File: config.mk
export PLATFORM = sky130hd
export DESIGN_NAME = ipp_prefetch
export DESIGN_NICKNAME = d
export VERILOG_FILES = /design/src/ipp_pkg.sv /design/src/ipp_prefetch.sv
export SDC_FILE = /design/constraint.sdc
export NUM_CORES = 1
export LEC_CHECK = 0
export ABC_AREA = 1
export BUFFER_PORTS_ARGS = -buffer_cell sky130_fd_sc_hd__buf_2
export CORE_MARGIN = 5
export CORE_UTILIZATION = 29
export CTS_CLUSTER_DIAMETER = 40
export CTS_CLUSTER_SIZE = 10
export DETAILED_ROUTE_END_ITERATION = 6
export SETUP_SLACK_MARGIN = 0.2
export SYNTH_ARGS = -nofsm -noshare
export SYNTH_HDL_FRONTEND = slang
export SYNTH_SLANG_ARGS = --single-unit
File: constraint.sdc
create_clock -name core_clk -period 5.1 [get_ports core_clk]
set_clock_uncertainty 0.05 [all_clocks]
set_input_delay 1.02 -clock core_clk [delete_from_list [all_inputs] [get_ports core_clk]]
set_output_delay 1.02 -clock core_clk [all_outputs]
set_load 0.1 [all_outputs]
File: src/ipp_pkg.sv
// Shared constants and types for the instruction prefetch pipeline.
// Assumes a 16-bit word machine whose instruction stream advances by bytes.
package ipp_pkg;

  // Default widths and buffer depth
  localparam int DATA_W_DEF    = 16;
  localparam int PADDR_W_DEF   = 22;
  localparam int BUF_DEPTH_DEF = 2;

  // Byte step between instruction stream words
  localparam int WORD_STEP = 2;

  // Values after reset
  localparam int PC_RESET   = 0;
  localparam int WORD_RESET = 0;

  // Freeze field of the memory-management control word
  localparam int          FREEZE_MSB  = 15;
  localparam int          FREEZE_LSB  = 13;
  localparam logic [2:0]  FREEZE_OPEN = 3'h0;

  // Fill progress of the prefetch pipeline
  typedef enum logic [1:0] {
    IPP_UNSYNC,   // Needs the counter copy
    IPP_XLATE,    // Needs the first translation
    IPP_NOPB,     // Synchronized, buffer word missing
    IPP_FULL      // Buffer word valid
  } ipp_fill_t;

endpackage

File: src/ipp_prefetch.sv
// Instruction prefetch and predecode pipeline: counter, physical address,
// buffer word and decode word, plus a two-entry output buffer.
// Assumes a combinational address translator and a memory that returns the
// addressed word in the cycle it accepts the fetch; mem_rdy must not depend
// on bus_fetch. One clock edge is one microcycle.
// A prefetch fault rewinds the counters one word so that the refill rebuilds
// the dropped buffer word; a write that moves the flow of control to a
// new address must be followed by restart, which resynchronizes.
// A full output buffer refuses steps rather than dropping a word.
//
// Contract
// RULE1 - An empty pipeline fills in four consecutive microcycles.
// RULE2 - The first fill microcycle copies the program counter into the virtual fetch counter.
// RULE3 - The second translates the counter into the physical address and steps the counter by 2.
// RULE4 - A synchronized but unfilled pipeline runs only fill microcycles three and four.
// RULE5 - The third fetches the buffer word, retranslates the address and steps the counter.
// RULE6 - The fourth moves the buffer word into the decode word and raises the predecode strobe.
// RULE7 - The fourth also refetches the buffer, retranslates the address and steps the counter.
// RULE8 - The fourth snapshots the program counter when the freeze field is zero, then adds 2.
// RULE9 - In steady state the registers hold instruction, next word, next address, next counter.
// RULE10 - Register-only instructions advance one per microcycle with decode and prefetch overlapped.
// RULE11 - A stream of such instructions fetches on the bus in every microcycle.
// RULE12 - Immediate operands take a scratch move then an operate step, both still prefetching.
// RULE13 - The pipeline refills after power-up and after any prefetch fault.
// RULE14 - Writes to status word, cache control, program counter or mapping registers fault.
// RULE15 - A fault drops only the buffer word and refills in two microcycles.
// RULE16 - Reset leaves the pipeline empty and unsynchronized.
`timescale 1ns/10ps
module ipp_prefetch #(
  parameter int DATA_W    = ipp_pkg::DATA_W_DEF,
  parameter int PADDR_W   = ipp_pkg::PADDR_W_DEF,
  parameter int BUF_DEPTH = ipp_pkg::BUF_DEPTH_DEF
) (
  input  wire logic               core_clk,
  input  wire logic               rst_b,
  input  wire logic               restart,
  input  wire logic [DATA_W-1:0]  restart_pc,
  input  wire logic               adv_decode,
  input  wire logic               adv_imm,
  output logic                    step_ack,
  input  wire logic               wr_psw,
  input  wire logic               wr_ccr,
  input  wire logic               wr_pc,
  input  wire logic               wr_mmu,
  input  wire logic [DATA_W-1:0]  pc_wr_data,
  input  wire logic [15:0]        mmu_control_status,
  output logic [DATA_W-1:0]       mmu_vaddr,
  input  wire logic [PADDR_W-1:0] mmu_paddr,
  output logic                    bus_fetch,
  output logic [PADDR_W-1:0]      bus_addr,
  input  wire logic               mem_rdy,
  input  wire logic [DATA_W-1:0]  mem_rdata,
  output logic                    predecode_strobe,
  output logic                    pipe_synced,
  output logic                    pipe_steady,
  output logic [DATA_W-1:0]       pc,
  output logic [DATA_W-1:0]       fault_pc_snapshot_reg,
  output logic [DATA_W-1:0]       decode_holding_word,
  output logic [DATA_W-1:0]       scratch_word,
  output logic                    out_valid,
  input  wire logic               out_ready,
  output logic [DATA_W-1:0]       out_word,
  output logic                    out_is_imm
);

  localparam int PTR_W = (BUF_DEPTH > 1) ? $clog2(BUF_DEPTH) : 1;
  localparam int CNT_W = PTR_W + 1;

  // Refuse shapes the logic cannot serve
  if (DATA_W < 16 || DATA_W > 32) begin : g_bad_data_w
    $error("ipp_prefetch: DATA_W must lie in 16..32");
  end
  if (PADDR_W < DATA_W) begin : g_bad_paddr_w
    $error("ipp_prefetch: PADDR_W must not be below DATA_W");
  end
  if (BUF_DEPTH < 2 || (BUF_DEPTH & (BUF_DEPTH - 1)) != 0) begin : g_bad_depth
    $error("ipp_prefetch: BUF_DEPTH must be a power of two, at least 2");
  end

  // Next sequential instruction stream address
  function automatic logic [DATA_W-1:0] step_word(input logic [DATA_W-1:0] a);
    step_word = a + DATA_W'(ipp_pkg::WORD_STEP);
  endfunction

  // Previous instruction stream address, used to rewind after a fault
  function automatic logic [DATA_W-1:0] back_word(input logic [DATA_W-1:0] a);
    back_word = a - DATA_W'(ipp_pkg::WORD_STEP);
  endfunction

  // Pipeline state
  ipp_pkg::ipp_fill_t  fill_st;
  ipp_pkg::ipp_fill_t  next_fill_st;
  logic [DATA_W-1:0]   virtual_fetch_counter;
  logic [DATA_W-1:0]   next_virtual_fetch_counter;
  logic [PADDR_W-1:0]  physical_fetch_address;
  logic [PADDR_W-1:0]  next_physical_fetch_address;
  logic [DATA_W-1:0]   prefetch_buffer;
  logic [DATA_W-1:0]   next_prefetch_buffer;
  logic [DATA_W-1:0]   next_decode_holding_word;
  logic [DATA_W-1:0]   next_scratch_word;
  logic [DATA_W-1:0]   next_pc;
  logic [DATA_W-1:0]   next_fault_pc_snapshot_reg;
  // Physical address of the word now held in the buffer
  logic [PADDR_W-1:0]  pb_paddr;
  logic [PADDR_W-1:0]  next_pb_paddr;
  // Decode word valid since the last restart
  logic                ir_valid;
  logic                next_ir_valid;

  // Output buffer state
  logic [DATA_W:0]     buf_mem [BUF_DEPTH];
  logic [DATA_W:0]     next_buf_mem [BUF_DEPTH];
  logic [PTR_W-1:0]    wr_ptr;
  logic [PTR_W-1:0]    next_wr_ptr;
  logic [PTR_W-1:0]    rd_ptr;
  logic [PTR_W-1:0]    next_rd_ptr;
  logic [CNT_W-1:0]    buf_count;
  logic [CNT_W-1:0]    next_buf_count;

  // Decisions of this microcycle
  logic                fault;
  logic                buf_full;
  logic                want_fill3;
  logic                want_step;
  logic                fill3;
  logic                do_dec;
  logic                do_imm;
  logic                push;
  logic                pop;
  logic [DATA_W:0]     push_entry;

  // Fault sources and fetch requests
  always_comb begin
    fault      = wr_psw | wr_ccr | wr_pc | wr_mmu;                 // RULE14
    // A full output buffer refuses the step so that no word is lost
    buf_full   = (buf_count == CNT_W'(BUF_DEPTH));
    want_fill3 = (fill_st == ipp_pkg::IPP_NOPB) && !fault && !restart;   // RULE4
    want_step  = (fill_st == ipp_pkg::IPP_FULL) && !fault && !restart &&
                 (adv_decode || adv_imm) && !buf_full;
    bus_fetch  = want_fill3 || want_step;                          // RULE11
    fill3      = want_fill3 && mem_rdy;
    do_dec     = want_step && mem_rdy && adv_decode;               // RULE10
    do_imm     = want_step && mem_rdy && !adv_decode;              // RULE12
    // Either step kind is acknowledged in the cycle it is taken
    step_ack   = do_dec || do_imm;
  end

  // Fill sequence, steady flow and fault recovery
  always_comb begin
    next_fill_st                = fill_st;
    next_virtual_fetch_counter  = virtual_fetch_counter;
    next_physical_fetch_address = physical_fetch_address;
    next_prefetch_buffer        = prefetch_buffer;
    next_decode_holding_word    = decode_holding_word;
    next_scratch_word           = scratch_word;
    next_pc                     = pc;
    next_fault_pc_snapshot_reg  = fault_pc_snapshot_reg;
    next_pb_paddr               = pb_paddr;
    next_ir_valid               = ir_valid;
    // Restart beats a fault in the same cycle
    if (restart) begin
      // New flow of control: start again from the counter copy
      next_pc       = restart_pc;
      next_fill_st  = ipp_pkg::IPP_UNSYNC;
      next_ir_valid = 1'b0;
    end else if (fault) begin
      // Drop only the buffer word, keep synchronization
      if (wr_pc) begin
        next_pc = pc_wr_data;
      end
      // Unfilled states hold for this microcycle and resume the fill after it
      if (fill_st == ipp_pkg::IPP_FULL) begin
        // Point the fetch back at the dropped word so the refill rebuilds it
        next_physical_fetch_address = pb_paddr;                    // RULE15
        next_virtual_fetch_counter  = back_word(virtual_fetch_counter);
        next_fill_st = ipp_pkg::IPP_NOPB;                          // RULE15
      end
    end else begin
      unique case (fill_st)
        ipp_pkg::IPP_UNSYNC: begin
          next_virtual_fetch_counter = pc;                         // RULE2
          next_fill_st               = ipp_pkg::IPP_XLATE;         // RULE1
        end
        ipp_pkg::IPP_XLATE: begin
          next_physical_fetch_address = mmu_paddr;                 // RULE3
          next_virtual_fetch_counter  = step_word(virtual_fetch_counter);
          next_fill_st                = ipp_pkg::IPP_NOPB;         // RULE4
        end
        ipp_pkg::IPP_NOPB: begin
          // Memory not ready: ask again next microcycle
          if (fill3) begin
            next_prefetch_buffer        = mem_rdata;               // RULE5
            next_pb_paddr               = physical_fetch_address;
            next_physical_fetch_address = mmu_paddr;
            next_virtual_fetch_counter  = step_word(virtual_fetch_counter);
            next_fill_st                = ipp_pkg::IPP_FULL;       // RULE13
          end
        end
        ipp_pkg::IPP_FULL: begin
          if (step_ack) begin
            // Both step kinds keep the prefetch going
            next_prefetch_buffer        = mem_rdata;               // RULE7
            next_pb_paddr               = physical_fetch_address;
            next_physical_fetch_address = mmu_paddr;               // RULE9
            next_virtual_fetch_counter  = step_word(virtual_fetch_counter);
            next_pc                     = step_word(pc);           // RULE8
          end
          if (do_dec) begin
            next_decode_holding_word = prefetch_buffer;            // RULE6
            next_ir_valid            = 1'b1;
            // Snapshot only while the freeze field is open
            if (mmu_control_status[ipp_pkg::FREEZE_MSB:ipp_pkg::FREEZE_LSB] ==
                ipp_pkg::FREEZE_OPEN) begin
              next_fault_pc_snapshot_reg = pc;                     // RULE8
            end
          end
          if (do_imm) begin
            next_scratch_word = prefetch_buffer;                   // RULE12
          end
        end
      endcase
    end
  end

  // Pipeline registers
  always_ff @(posedge core_clk or negedge rst_b) begin
    if (!rst_b) begin
      fill_st                <= ipp_pkg::IPP_UNSYNC;               // RULE16
      virtual_fetch_counter  <= DATA_W'(ipp_pkg::PC_RESET);
      physical_fetch_address <= PADDR_W'(ipp_pkg::PC_RESET);
      prefetch_buffer        <= DATA_W'(ipp_pkg::WORD_RESET);
      decode_holding_word    <= DATA_W'(ipp_pkg::WORD_RESET);
      scratch_word           <= DATA_W'(ipp_pkg::WORD_RESET);
      pc                     <= DATA_W'(ipp_pkg::PC_RESET);
      fault_pc_snapshot_reg  <= DATA_W'(ipp_pkg::PC_RESET);
      pb_paddr               <= PADDR_W'(ipp_pkg::PC_RESET);
      ir_valid               <= 1'b0;                              // RULE16
    end else begin
      fill_st                <= next_fill_st;
      virtual_fetch_counter  <= next_virtual_fetch_counter;
      physical_fetch_address <= next_physical_fetch_address;
      prefetch_buffer        <= next_prefetch_buffer;
      decode_holding_word    <= next_decode_holding_word;
      scratch_word           <= next_scratch_word;
      pc                     <= next_pc;
      fault_pc_snapshot_reg  <= next_fault_pc_snapshot_reg;
      pb_paddr               <= next_pb_paddr;
      ir_valid               <= next_ir_valid;
    end
  end

  // Status and pin views of the pipeline
  always_comb begin
    predecode_strobe = do_dec;                                     // RULE6
    mmu_vaddr        = virtual_fetch_counter;
    bus_addr         = physical_fetch_address;
    pipe_synced      = (fill_st == ipp_pkg::IPP_NOPB) || (fill_st == ipp_pkg::IPP_FULL);
    pipe_steady      = (fill_st == ipp_pkg::IPP_FULL) && ir_valid; // RULE9
  end

  // Output buffer: decoded words and immediates toward the engine
  always_comb begin
    push       = step_ack;
    pop        = out_valid && out_ready;
    push_entry = {do_imm, prefetch_buffer};
    next_buf_mem = buf_mem;
    next_wr_ptr  = wr_ptr;
    next_rd_ptr  = rd_ptr;
    // Push and pop may share a cycle; the count then holds
    if (push) begin
      next_buf_mem[wr_ptr] = push_entry;
      next_wr_ptr          = wr_ptr + PTR_W'(1);
    end
    if (pop) begin
      next_rd_ptr = rd_ptr + PTR_W'(1);
    end
    next_buf_count = buf_count + CNT_W'(push) - CNT_W'(pop);
  end

  // Output buffer registers
  always_ff @(posedge core_clk or negedge rst_b) begin
    if (!rst_b) begin
      // Storage resets too, so the head never shows unknown data
      for (int i = 0; i < BUF_DEPTH; i++) begin
        buf_mem[i] <= '0;
      end
      wr_ptr    <= '0;
      rd_ptr    <= '0;
      buf_count <= '0;
    end else begin
      buf_mem   <= next_buf_mem;
      wr_ptr    <= next_wr_ptr;
      rd_ptr    <= next_rd_ptr;
      buf_count <= next_buf_count;
    end
  end

  // Head of the output buffer
  always_comb begin
    out_valid  = (buf_count != '0);
    out_word   = buf_mem[rd_ptr][DATA_W-1:0];
    // Immediate words carry their flag in the top bit
    out_is_imm = buf_mem[rd_ptr][DATA_W];
  end

endmodule

### After elaboration in Yosys (flattened, before gate mapping)

Index checks and enable logic that the tools add are counted.

| storage, ports and cells | value |
|---|---|
| latch bits | 0 |
| bits in registers | 181 |
| bits of input ports | 97 |
| memory bits (writable) | 0 |
| memories kept | 0 |
| output and inout port bits | 125 |
| ROM bits | 0 |
| logic and storage cells | 121 |

| operators by class | value |
|---|---|
| multiplexer cells | 36 |
| equality and inequality tests | 13 |
| bitwise logic cells | 7 |
| shift-type cells | 0 |
| reductions and logical operators | 40 |
| divide/modulo/power cells | 0 |
| $add $sub $neg | 7 |
| multiply operators | 0 |
| $lt $le $gt $ge | 3 |

Operators with widths:

| operator | count |
|---|---|
| $mux 16 | 11 |
| $mux 22 | 6 |
| $mux 17 | 4 |
| $pmux 22 s3 | 1 |
| $pmux 16 s4 | 1 |
| $pmux 22 s2 | 1 |
| $bwmux 34 | 1 |
| $add 16x2->16 const B | 2 |
| $pmux 16 s2 | 1 |
| $demux 17 s1 | 1 |
| $sub 16x2->16 const B | 1 |
| $reduce_and 5->1 | 3 |
| $logic_and 1x1->1 | 13 |
| $reduce_and 4->1 | 3 |
| $ne 3x3->1 const B | 3 |
| $reduce_and 3->1 | 3 |
| $reduce_bool 3->1 | 3 |
| $mux 2 | 4 |
| $reduce_bool 2->1 | 4 |
| $eq 2x2->1 const B | 3 |
| $ne 2x2->1 const B | 3 |
| $pmux 2 s3 | 1 |
| $reduce_bool 5->1 | 1 |
| $ge 2x2->1 const B | 2 |
| other kinds (16) | 30 |

### Logic depth before layout (Yosys ltp)

| logic depth | value |
|---|---|
| word-level depth | 15 |
| depth in mapped cells | 11 |
| mapped depth without buffers | 11 |

### Least setup slack after synthesis

Ideal clock, no wire load.

| path | value |
|---|---|
| path type | input to output |
| from | in restart |
| to | out bus_fetch |
| required time | 4,030 ps |
| path buffers | 1 |
| arrival time | 3,579 ps |
| setup slack | 451 ps |
| cell stages on the path | 4 |
| cell sequence | buf_4 > inv_1 > nand3_1 > o21ai_0 |

| on the way | value |
|---|---|
| longest elaborated chain between the ends | 5 |
| elaborated cells on any way between the ends | 6 |
| those cells by class | reduce/logical (6) |

RTL lines:

| what | RTL line | text |
|---|---|---|
| start, declared | ipp_prefetch.sv:36 | `input wire logic restart,` |
| $logic_not 1->1 (*) | ipp_prefetch.sv:137, ipp_prefetch.sv:138 |  |
| $logic_and 1x1->1 (2 in series) | ipp_prefetch.sv:138 | `want_step = (fill_st == ipp_pkg::IPP_FULL) && !fault && !restart &&` |
| $logic_and 1x1->1 | ipp_prefetch.sv:139 | `(adv_decode \|\| adv_imm) && !buf_full;` |
| $logic_or 1x1->1 (*) | ipp_prefetch.sv:140 | `bus_fetch = want_fill3 \|\| want_step;` |
| end, declared | ipp_prefetch.sv:49 | `output logic bus_fetch,` |

Mark *: on every way between the ends. The rest lies on a longest branch, timed or not.

### Final worst setup path

| path | value |
|---|---|
| from | in wr_ccr |
| to | out bus_fetch |

| on the way | value |
|---|---|
| longest elaborated chain between the ends | 9 |
| elaborated cells on any way between the ends | 11 |
| those cells by class | bitwise (3); reduce/logical (8) |

RTL lines:

| what | RTL line | text |
|---|---|---|
| start, declared | ipp_prefetch.sv:42 | `input wire logic wr_ccr,` |
| $or 1x1->1 (*) (3 in series) | ipp_prefetch.sv:134 | `fault = wr_psw \| wr_ccr \| wr_pc \| wr_mmu;` |
| $logic_not 1->1 (*) | ipp_prefetch.sv:137, ipp_prefetch.sv:138 |  |
| $logic_and 1x1->1 (3 in series) | ipp_prefetch.sv:138 |  |
| $logic_and 1x1->1 | ipp_prefetch.sv:139 |  |
| $logic_or 1x1->1 (*) | ipp_prefetch.sv:140 |  |

Marked as above.

==> key figures <==
Run status
  • Status: completed

Critical path
  • Crit. End Element: output pin
  • R2r worst-path depth: 9
  • Worst Path Required: 4.03 ns
  • Worst R2R Setup Slack: 2.25 ns
  • CP arrival: 2.75 ns
  • Largest stage delay, worst path: 0.50 ns
  • CP cell instances: buf_2 -> nor2_1 -> nand3_1 -> o21ai_0 -> buf_2
  • Crit-path max FO: 7
  • Critical path's slowest cell: buf_2
  • Critical Path Start Type: primary input
  • RR Endpoint: bus_addr[13]
  • Worst Path Class, Setup: primary input to output pin
  • Most used cell, CP: buf_2
  • Launch point of the worst reg-to-reg path: fill_st[0]

Yosys
  • Yosys warns: 0
  • Yosys cell types: 34
  • Post-synthesis sequential area ratio: 49.82%
  • Avg Inst Size Synth: 7.501 um2
  • Cells after Synth: 1212
  • Yosys reg bits: 181
  • Syn Std Cell Area: 0.009091 mm2
  • Post-synth net total: 1318

STA
  • RSZ-0062 raised after global routing: false
  • Worst relative slew slack: 24.44%
  • Setup violations, final: 0
  • Pins Over Slew Limit: 0
  • Final hold violations: 0
  • Final worst setup slack: 1.283 ns
  • F_max: 262.0 MHz
  • Final Cycle Share: 74.83%
  • Worst hold margin: 0.4250 ns
  • Crit path time final: 3.817 ns
  • Setup TNS: 0 ns
  • Worst slew pin tran: 1.131 ns

Clock tree
  • Total CTS buffers: 17
  • Clk root buf: clkbuf_16
  • Max H-tree Level: 4
  • Clock Tree Buf Depth: 2
  • Clk slew on worst S/H paths: 0.07 ns
  • Postcts setup bufs: 0
  • CTS tree: done
  • Hold_buf cts: 0
  • Clock sink total: 181
  • Post-CTS Resized: 0
  • Worst-Skew Late Latency: 0.44 ns

Place
  • Detailed placer's ending HPWL: 19690 um
  • I/O Buffers: 208
  • Gp weighted congestion: 0.9049
  • Place WS: 0.9962 ns
  • Dpl cells: 1767

Routing
  • Antenna viol nets, final: 0
  • Via/cell ratio: 4.695
  • DRC violations left: 0
  • Via count: 8447
  • Violation count after the first detailed-route iteration: 569
  • WL final: 27700 um
  • WL/cell: 15.40 um
  • First-pass iteration count of the detailed router: 5

Pwr
  • Power per cell area: 379.8 mW/mm2
  • Switching portion of total power: 40.92%
  • Leak: 5.918 nW
  • Max VDD drop: 0.2300 mV
  • Int Pwr: 2.469 mW
  • NetSw: 1.710 mW
  • Clk pwr share: 32.1%
  • Sequential power share: 40.5%
  • Combinational power share: 27.4%

Floorplan
  • Die Height: 187.1 um
  • Starting Density: 29.57%
  • Site row count: 64
  • Ports: 222
  • Chip width: 187.1 um
  • Die area: 0.03499 mm2
  • Core box area: 0.03075 mm2

Min path
  • Hold_sp: fault_pc_snapshot_reg[0]
  • Hold crit path type: flop to flop
  • Hold Path Depth: 2
  • Hold path endpoint: fault_pc_snapshot_reg[0]

GRT
  • First-pass GRT wire length: 45820 um
  • Vias in the first global route: 8277
  • Global route total overflow: 0
  • Total GRT Usage: 15.95%
  • Antenna violations before repair: 0
  • Largest net degree at the start of global routing: 103

Layout
  • Final core area utilization: 35.79%
  • Max FFs per register: 34
  • Biggest register: buf_mem
  • Area growth syn-to-layout: 21.06%
  • Final layout net count: 1496
  • Ant. Diodes: 0
  • Fin cells: 1799
  • Fraction of layout instances using a drive strength above 1: 19.39%

Run
  • Max-Cap Viols: 0
## worst max-delay path by stage
stage	slack [ns]	depth (start not counted)	from	end
final	1.28	5	wr_ccr	bus_fetch
after global routing	1.20	5	restart	bus_fetch
after CTS	1.28	5	wr_ccr	bus_fetch
after detailed placement	1.0	12	wr_ccr	bus_addr[19]
after global placement	1.02	12	wr_ccr	bus_addr[11]
after floorplan	0.45	4	restart	bus_fetch
## area by class of cell
type	count	area, um2
clock buffer	19	442.9
tap	396	495.5
multi-input combinational	900	4001
inverter	75	281.5
sequential	181	4529
clock inverter	13	142.6
timing repair buffer	215	1112
fill	3324	19740
## cells in the mapped netlist (all sizes together)
master / number / share of area (%)
xor2: 6 / 0.58
nor2: 59 / 2.9
nand3: 124 / 7.0
inv: 72 / 3.0
a21oi: 17 / 0.94
clkinv: 3 / 0.12
nor3: 9 / 0.50
o211ai: 3 / 0.25
o21bai: 1 / 0.083
a31oi: 1 / 0.069
nand4: 12 / 0.99
a22oi: 1 / 0.083
buf: 39 / 2.4
nand2: 535 / 22
clkbuf: 17 / 0.72
xnor2: 3 / 0.29
ha: 9 / 1.2
or2: 3 / 0.21
dfrtp: 181 / 50
o21ai: 117 / 6.7
## through the flow
stage	cell area, um2	power [mW]
after floorplan	9091	2.559
after global placement	10420	2.858
after detailed placement	10420	2.871
after CTS	11010	4.231
after global routing	11010	4.409
final	11010	4.180
## power groups by stage
stage / logic (mW) / clock network, mW / registers (mW)
floorplan: 0.513 / 0 / 2.05
global placement: 1.14 / 0 / 1.72
detailed placement: 1.15 / 0 / 1.72
CTS: 1.16 / 1.38 / 1.69
global route: 1.25 / 1.44 / 1.71
finish: 1.15 / 1.34 / 1.69
## cell families after synthesis
family	after synthesis	synth area share, %
compound gates	140	8.106
flops	181	49.82
simple gates	742	33.80
buf+inv	131	6.166
xor+xnor	9	0.8671
fa+ha+maj	9	1.239
## cell usage in the layout (no fill, tap or decap), drive strengths merged
cell type and instances:
nor2 59, o211ai 3, dfrtp 181, nand2 535
o21ai 117, xor2 6, nor3 9, xnor2 3
buf 215, nand3 124, clkinv 7, bufinv 1
clkbuf 19, a22oi 1, a21oi 17, o21bai 1
clkinvlp 2, inv 78, ha 9, a31oi 1
nand4 12, or2 3
## per-layer routing
layer  global-route usage (%)  vias to the layer above  share of wire [%]
met5                        0                        -                  0
met1                    22.78                     3952                 48
li1                         -                     4232                  -
met4                    4.408                        0                1.9
met3                    3.303                       33                5.3
met2                    24.64                      230                 45
## worst max-delay path, delay by kind of cell
family	cells	cell delay (ns)
AO/OA/AOI/OAI	1	0.41
buffers and inverters	2	0.60
AND/OR/NAND/NOR	2	0.72
Power figures use the tool's default switching activity.
